### src/hdl/irq_vec_pkg.sv
// constants and types for the interrupt arbitration and vectoring block
`default_nettype none
package irq_vec_pkg;
   localparam int          NUM_SRC        = 23;
   localparam logic [4:0]  EXT_ZERO_ORDER = 5'h00;
   localparam logic [4:0]  EXT_ONE_ORDER  = 5'h02;
   localparam logic [4:0]  CONV_ORDER     = 5'h0A;
   localparam logic [4:0]  WARN_ORDER     = 5'h0F;
   localparam logic [4:0]  OSC_FAIL_ORDER = 5'h11;
   localparam logic [15:0] RESET_VECTOR   = 16'h0000;
   localparam logic [15:0] VECTOR_BASE    = 16'h0003;
   localparam logic [15:0] VECTOR_STEP    = 16'h0008;
   localparam int          DETECT_CYCLES  = 1;
   localparam int          LCALL_CYCLES   = 5;
   localparam int          BEST_LATENCY   = 7;
   localparam int          WORST_LATENCY  = 19;
   localparam logic [1:0]  LVL_NONE       = 2'h0;
   localparam logic [1:0]  LVL_LOW        = 2'h1;
   localparam logic [1:0]  LVL_HIGH       = 2'h2;
   typedef enum logic [1:0] {SEQ_RUN, SEQ_HOLD, SEQ_CALL} seq_state_e;

   // fixed vector address from arbitration order
   function automatic logic [15:0] vector_of(input logic [4:0] order);
      vector_of = VECTOR_BASE + 16'({order, 3'b000});
   endfunction
endpackage
`default_nettype wire

### src/hdl/irq_pick.sv
// fixed-order picker: lowest set index wins
`default_nettype none
module irq_pick #(
   parameter int N = 23
) (
   // candidates
   input  wire logic [N-1:0] req_i,
   // result
   output logic              any_o,
   output logic [4:0]        idx_o
);
   always_comb begin
      any_o = 1'b0;
      idx_o = 5'h00;
      for (int i = N - 1; i >= 0; i--) begin
         if (req_i[i]) begin
            any_o = 1'b1;
            idx_o = 5'(i);
         end
      end
   end
endmodule
`default_nettype wire

### src/hdl/irq_vectoring.sv
// interrupt arbitration, vectoring and response sequencing
// Operation
// - arbitrate every clock, sample the winner every clock outside a call
// - best response: detect, one instruction, call
// - after return, one instruction before call
// - worst response nineteen clocks, with divide
// - equal or lower request waits for return
// - fixed vectors and orders, reset outranks
// - external zero flag cleared on vectoring
// - external one cleared; others left alone
// - supply warning flags read-only, gate by enable
// - oscillator-fail flag feeds order seventeen
// - nothing requested unless global enable set
// - high preempts low, high never preempted
// - still-pending flag re-enters after return
// - higher level wins, then lower order
`default_nettype none
module irq_vectoring
   import irq_vec_pkg::*;
#(
   parameter int N = irq_vec_pkg::NUM_SRC
) (
   // clock and reset
   input  wire logic         sys_clk_i,
   input  wire logic         arst_n_i,
   // peripheral pending flags, order 0..N-1
   input  wire logic [N-1:0] src_pending_i,
   input  wire logic         lf_osc_fail_pending_i,
   // external request pins, edge or level detected by caller
   input  wire logic         external_request_zero_i,
   input  wire logic         external_request_one_i,
   // software writes to the external flags
   input  wire logic         ext_zero_sw_clr_i,
   input  wire logic         ext_one_sw_clr_i,
   // enables and priorities
   input  wire logic         global_irq_enable_i,
   input  wire logic [N-1:0] src_enable_i,
   input  wire logic [N-1:0] src_high_i,
   // instruction sequencer
   input  wire logic         instr_done_i,
   input  wire logic         reti_done_i,
   input  wire logic         lcall_done_i,
   // to sequencer
   output logic              irq_request_o,
   output logic              lcall_start_o,
   output logic [15:0]       vector_addr_o,
   output logic [4:0]        vector_order_o,
   output logic [1:0]        active_level_o,
   // flags seen by software
   output logic              ext_zero_pending_o,
   output logic              ext_one_pending_o,
   output logic [N-1:0]      pending_o
);
   import irq_vec_pkg::*;

   logic          ext_zero_pending_reg;
   logic          ext_one_pending_reg;
   logic [N-1:0]  pend;
   logic [N-1:0]  req_all;
   logic [N-1:0]  req_hi;
   logic [N-1:0]  req_lo;
   logic          hi_any;
   logic          lo_any;
   logic [4:0]    hi_idx;
   logic [4:0]    lo_idx;
   logic          cand;
   logic [4:0]    cand_idx;
   logic          cand_high;
   logic          win_reg;
   logic [4:0]    win_idx_reg;
   logic          win_high_reg;
   logic          vectoring;
   logic          after_reti_reg;
   logic          in_high_reg;
   logic          in_low_reg;
   logic          low_saved_reg;
   seq_state_e    state_reg;
   logic [15:0]   vector_addr_reg;
   logic [4:0]    vector_order_reg;

   // set wins over clear for the external flags
   always_ff @(posedge sys_clk_i or negedge arst_n_i) begin
      if (!arst_n_i) begin
         ext_zero_pending_reg <= 1'b0;
         ext_one_pending_reg  <= 1'b0;
      end else begin
         if (external_request_zero_i)
            ext_zero_pending_reg <= 1'b1;
         else if (ext_zero_sw_clr_i || (vectoring && win_idx_reg == EXT_ZERO_ORDER))
            ext_zero_pending_reg <= 1'b0;
         if (external_request_one_i)
            ext_one_pending_reg <= 1'b1;
         else if (ext_one_sw_clr_i || (vectoring && win_idx_reg == EXT_ONE_ORDER))
            ext_one_pending_reg <= 1'b0;
      end
   end

   always_comb begin
      pend = src_pending_i;
      pend[EXT_ZERO_ORDER] = ext_zero_pending_reg;
      pend[EXT_ONE_ORDER]  = ext_one_pending_reg;
      pend[OSC_FAIL_ORDER] = src_pending_i[OSC_FAIL_ORDER] | lf_osc_fail_pending_i;
   end

   // warning flags cannot be cleared here; only the enable masks them
   assign req_all = global_irq_enable_i ? (pend & src_enable_i) : '0;
   // high routine blocks all, low routine blocks low
   assign req_hi  = in_high_reg ? '0 : (req_all & src_high_i);
   assign req_lo  = (in_high_reg || in_low_reg) ? '0 : (req_all & ~src_high_i);

   irq_pick #(.N(N)) u_pick_hi (
      .req_i (req_hi),
      .any_o (hi_any),
      .idx_o (hi_idx)
   );

   irq_pick #(.N(N)) u_pick_lo (
      .req_i (req_lo),
      .any_o (lo_any),
      .idx_o (lo_idx)
   );

   always_comb begin
      cand      = hi_any | lo_any;
      cand_high = hi_any;
      cand_idx  = hi_any ? hi_idx : lo_idx;
   end

   // one detect cycle: winner registered every clock in SEQ_RUN, held during SEQ_CALL
   always_ff @(posedge sys_clk_i or negedge arst_n_i) begin
      if (!arst_n_i) begin
         win_reg      <= 1'b0;
         win_idx_reg  <= 5'h00;
         win_high_reg <= 1'b0;
      end else if (state_reg == SEQ_RUN) begin
         win_reg      <= cand;
         win_idx_reg  <= cand_idx;
         win_high_reg <= cand_high;
      end
   end

   // a return arms a one-instruction hold before any call
   always_ff @(posedge sys_clk_i or negedge arst_n_i) begin
      if (!arst_n_i)
         after_reti_reg <= 1'b0;
      else if (reti_done_i)
         after_reti_reg <= 1'b1;
      else if (instr_done_i)
         after_reti_reg <= 1'b0;
   end

   // call issued at the end of the current instruction
   assign vectoring = (state_reg == SEQ_RUN) && win_reg && cand && instr_done_i
                      && !after_reti_reg && !reti_done_i;

   always_ff @(posedge sys_clk_i or negedge arst_n_i) begin
      if (!arst_n_i) begin
         state_reg <= SEQ_RUN;
      end else begin
         case (state_reg)
            SEQ_RUN: begin
               if (vectoring)
                  state_reg <= SEQ_CALL;
            end
            SEQ_CALL: begin
               if (lcall_done_i)
                  state_reg <= SEQ_RUN;
            end
            default: begin
               state_reg <= SEQ_RUN;
            end
         endcase
      end
   end

   // service levels in progress; low resumes after a preempting high
   always_ff @(posedge sys_clk_i or negedge arst_n_i) begin
      if (!arst_n_i) begin
         in_high_reg   <= 1'b0;
         in_low_reg    <= 1'b0;
         low_saved_reg <= 1'b0;
      end else if (vectoring) begin
         if (win_high_reg) begin
            in_high_reg   <= 1'b1;
            low_saved_reg <= in_low_reg;
         end else begin
            in_low_reg <= 1'b1;
         end
      end else if (reti_done_i) begin
         if (in_high_reg) begin
            in_high_reg <= 1'b0;
            in_low_reg  <= low_saved_reg;
         end else begin
            in_low_reg <= 1'b0;
         end
      end
   end

   always_ff @(posedge sys_clk_i or negedge arst_n_i) begin
      if (!arst_n_i) begin
         vector_addr_reg  <= RESET_VECTOR;
         vector_order_reg <= 5'h00;
      end else if (vectoring) begin
         vector_addr_reg  <= vector_of(win_idx_reg);
         vector_order_reg <= win_idx_reg;
      end
   end

   assign irq_request_o      = win_reg && cand && (state_reg == SEQ_RUN);
   assign lcall_start_o      = vectoring;
   assign vector_addr_o      = vector_addr_reg;
   assign vector_order_o     = vector_order_reg;
   assign active_level_o     = in_high_reg ? LVL_HIGH : (in_low_reg ? LVL_LOW : LVL_NONE);
   assign ext_zero_pending_o = ext_zero_pending_reg;
   assign ext_one_pending_o  = ext_one_pending_reg;
   assign pending_o          = pend;
endmodule
`default_nettype wire

### config.mk
export PLATFORM = sky130hd
export DESIGN_NAME = irq_vectoring
export DESIGN_NICKNAME = d
export VERILOG_FILES = /design/src/hdl/irq_vec_pkg.sv /design/src/hdl/irq_pick.sv /design/src/hdl/irq_vectoring.sv
export SDC_FILE = /design/constraint.sdc
export NUM_CORES = 1
export LEC_CHECK = 0
export ABC_AREA = 1
export CAP_MARGIN = 0
export CORE_ASPECT_RATIO = 2
export CORE_MARGIN = 2
export CORE_UTILIZATION = 44
export CTS_BUF_LIST = sky130_fd_sc_hd__clkbuf_16
export DETAILED_ROUTE_END_ITERATION = 8
export DONT_BUFFER_PORTS = 1
export SYNTH_ARGS = -nofsm -noshare
export SYNTH_HDL_FRONTEND = slang
export SYNTH_SLANG_ARGS = --single-unit
### constraint.sdc
create_clock -name sys_clk_i -period 1.9 [get_ports sys_clk_i]
set_input_delay 0.38 -clock sys_clk_i [delete_from_list [all_inputs] [get_ports sys_clk_i]]
set_output_delay 0.38 -clock sys_clk_i [all_outputs]
set_load 0.02 [all_outputs]
==> metrics.yaml <==
sta:
  finalHoldViolCount: 0
  rsz0062_at_grt: "true"
  relSlewSlack: 0.393
  setup-violations-final: 18
  fin_crit_sh: 1.31
  max_freq_mhz: 402
  hold_ws_ns: 0.215
  slew_viol_final: 0
  fin_setup_tns_ns: -6.09
  worst-slew-pin-transition_ns: 0.908
  fin_ws_ns: -0.585
  fin_crit_ns: 2.48
  finClkSkew_ns: 0.00143
worst_hold_path:
  worstHoldStart: "reti_done_i"
  hold_path_class: "in2reg"
  min_path_cells: 1
placed_design:
  place_ws_ns: -0.550
  globalplace.congestion: 0.875
  dp_cells: 460
  placed_area_um2: 2570
  portBuffers: 0
  dp_hpwl_um: 5190
setup_path:
  cp_max_fo: 9
  start_kind: "flip-flop"
  crit_start: "in_high_reg"
  rr_startpoint: "in_high_reg"
  end_kind: "primary output"
  crit_arrival_ns: 2.10
  crit_top_cell: "inv_2"
  max_stage_delay_ns: 0.48
  critPathRequiredTime_ns: 1.52
  crit_type: "reg2out"
  cp_slowest_cell: "dfrtp_2"
  r2r.worst_path.cells: 18
  cp_cell_sequence: "nor2_8, buf_12, inv_12, nor3_4, inv_2, nand3_2, nor2_2, nand2_2, inv_2, nand3_4, o21ai_4, nor2_4, nand4_4, clkinv_4"
route:
  drt_pre_antenna_iters: 5
  vias_per_cell: 4.99
  totalWireLength_um: 6480
  drc_errors: 0
  ant_nets: 0
  via_count: 2354
  wl_per_cell_um: 13.7
  initialDrtViolationCount: 72
final_layout:
  fin_util: 0.574
  nFillCells: 506
  finish.instance_area_um2: 2950
  multi_input_area_um2: 1480
  layout_common_cells: "nand2_1, inv_1, buf_4, nor2_1, nand3_1"
  area_growth_syn_to_layout_pct: 25.2
  final_common_cell: "nand2_1"
  ff_latch_area_um2: 503
  fin_cells: 472
  n_antenna_cell: 0
  drive_above_1_share: 0.321
  final_nets: 496
floorplan:
  initial_core_util: 0.458
  die_area_um2: 5990
  dieHeight_um: 107
  coreArea_um2: 5140
  ios: 130
  num_rows: 37
  die_w_um: 55.7
clock_tree:
  cts_made_buffers: 3
  clock_sinks: 20
  clock_latency_ns: 0.25
  tritoncts: "built"
  clkTransAtPathRegs_ns: 0.05
  cts_root_buf: "clkbuf_16"
  htree_levels: 1
  clk_path_buf_depth: 2
job:
  drv_cap: 0
yosys:
  synth_warnings: 0
  avgSynthCellArea_um2: 6.13
  synth_cells: 384
  syn_area_um2: 2350
  ys_seq_area_frac: 0.213
  synth_cell_types: 32
  synth_seq_cells: 20
power_and_ir_drop:
  powerDensity_nw_per_um2: 665
  power_mw: 1.96
  p_leak_nw: 1.54
  peakVddDrop_mv: 1.01
global_routing:
  grt_overflow_total: 0
  grt_pass1_vias: 2293
  grt_use_total: 0.211
  grt_pass1_wl_um: 10000
  antenna_found_initial: 0
  grt_max_degree: 22
outcome:
  violations: "negative setup slack"
  status: "complete, but fails checks"
cell usage after synthesis:
library cell | number | share of area
o221ai_1 | 1 | 0.0037
nor3_1 | 19 | 0.040
a21oi_1 | 5 | 0.011
buf_4 | 40 | 0.13
o311ai_0 | 1 | 0.0037
dfrtp_1 | 20 | 0.21
or2_2 | 1 | 0.0027
nand4_1 | 1 | 0.0027
o211ai_1 | 1 | 0.0032
nor2_8 | 1 | 0.0085
a31oi_1 | 3 | 0.0080
nand2_1 | 93 | 0.15
buf_6 | 3 | 0.014
nand4_4 | 1 | 0.0090
clkbuf_1 | 1 | 0.0016
a21o_1 | 2 | 0.0064
nor3_2 | 16 | 0.068
nand3_1 | 29 | 0.062
inv_1 | 65 | 0.10
nor2_1 | 46 | 0.073
o21ai_0 | 14 | 0.030
nor2_4 | 1 | 0.0048
o21ai_2 | 1 | 0.0037
o31ai_1 | 2 | 0.0064
buf_2 | 1 | 0.0021
nand3_2 | 1 | 0.0043
inv_4 | 2 | 0.0053
nor2_2 | 5 | 0.013
nand2_2 | 3 | 0.0080
inv_2 | 3 | 0.0048
conb_1 | 1 | 0.0016
buf_8 | 1 | 0.0064
what timing repair did:
| item | CTS | global route |
|---|---|---|
| hold buffers | 1 | 0 |
| resized for setup | 23 | 39 |
| pin swaps | 1 | 2 |
| setup buffers | 0 | 6 |
| hold endpoints to repair | 20 | 0 |
| cloned | 1 | 1 |
| setup endpoints to repair | 21 | 21 |
worst paths after layout:
path | end | slack [ns]
worst max register to register | ext_zero_pending_o | -0.53
worst max-delay path | lcall_start_o | -0.58
worst min-delay path | in_high_reg | 0.22
min in group asynchronous | ext_one_pending_o | 0.71
worst min register to register | win_idx_reg[3] | 0.52
max in group asynchronous | in_high_reg | 0.58
logic make-up (layout without fill, tap and decap cells):
group / after synthesis / in the layout / synth area share
AO/OA/AOI/OAI: 30 / 30 / 0.0755
other: 1 / 9 / 0.00159
buffers and inverters: 116 / 138 / 0.266
AND/OR/NAND/NOR: 217 / 217 / 0.445
flip-flops: 20 / 20 / 0.213
routing by layer:
layer / up-vias / global-route usage / wire (um)
met5: - / 0 / 0
met1: 1061 / 0.191 / 2090
li1: 1204 / - / -
met4: 0 / 0.0993 / 181
met2: 77 / 0.440 / 3950
met3: 12 / 0.0240 / 257
report_power, final:
part / switching [mW] / internal (mW)
combinational: 0.463 / 0.327
sequential: 0.225 / 0.527
clock: 0.143 / 0.277
total: 0.830 / 1.13
critical path, delay by kind of cell (launching register included):
kind | cells | cell delay [ns]
and+or+nand+nor | 8 | 0.89
DFF | 1 | 0.48
buffers and inverters | 5 | 0.41
AOI/OAI and AO/OA | 1 | 0.06
layout make-up:
class,count,area share
sequential,20,0.171
multi-input combinational,256,0.502
clock buffer,3,0.0255
tap,58,0.0246
timing repair inverter,1,0.00552
inverter,70,0.0950
timing repair buffer,64,0.177
(Power assumes the default switching activity.)
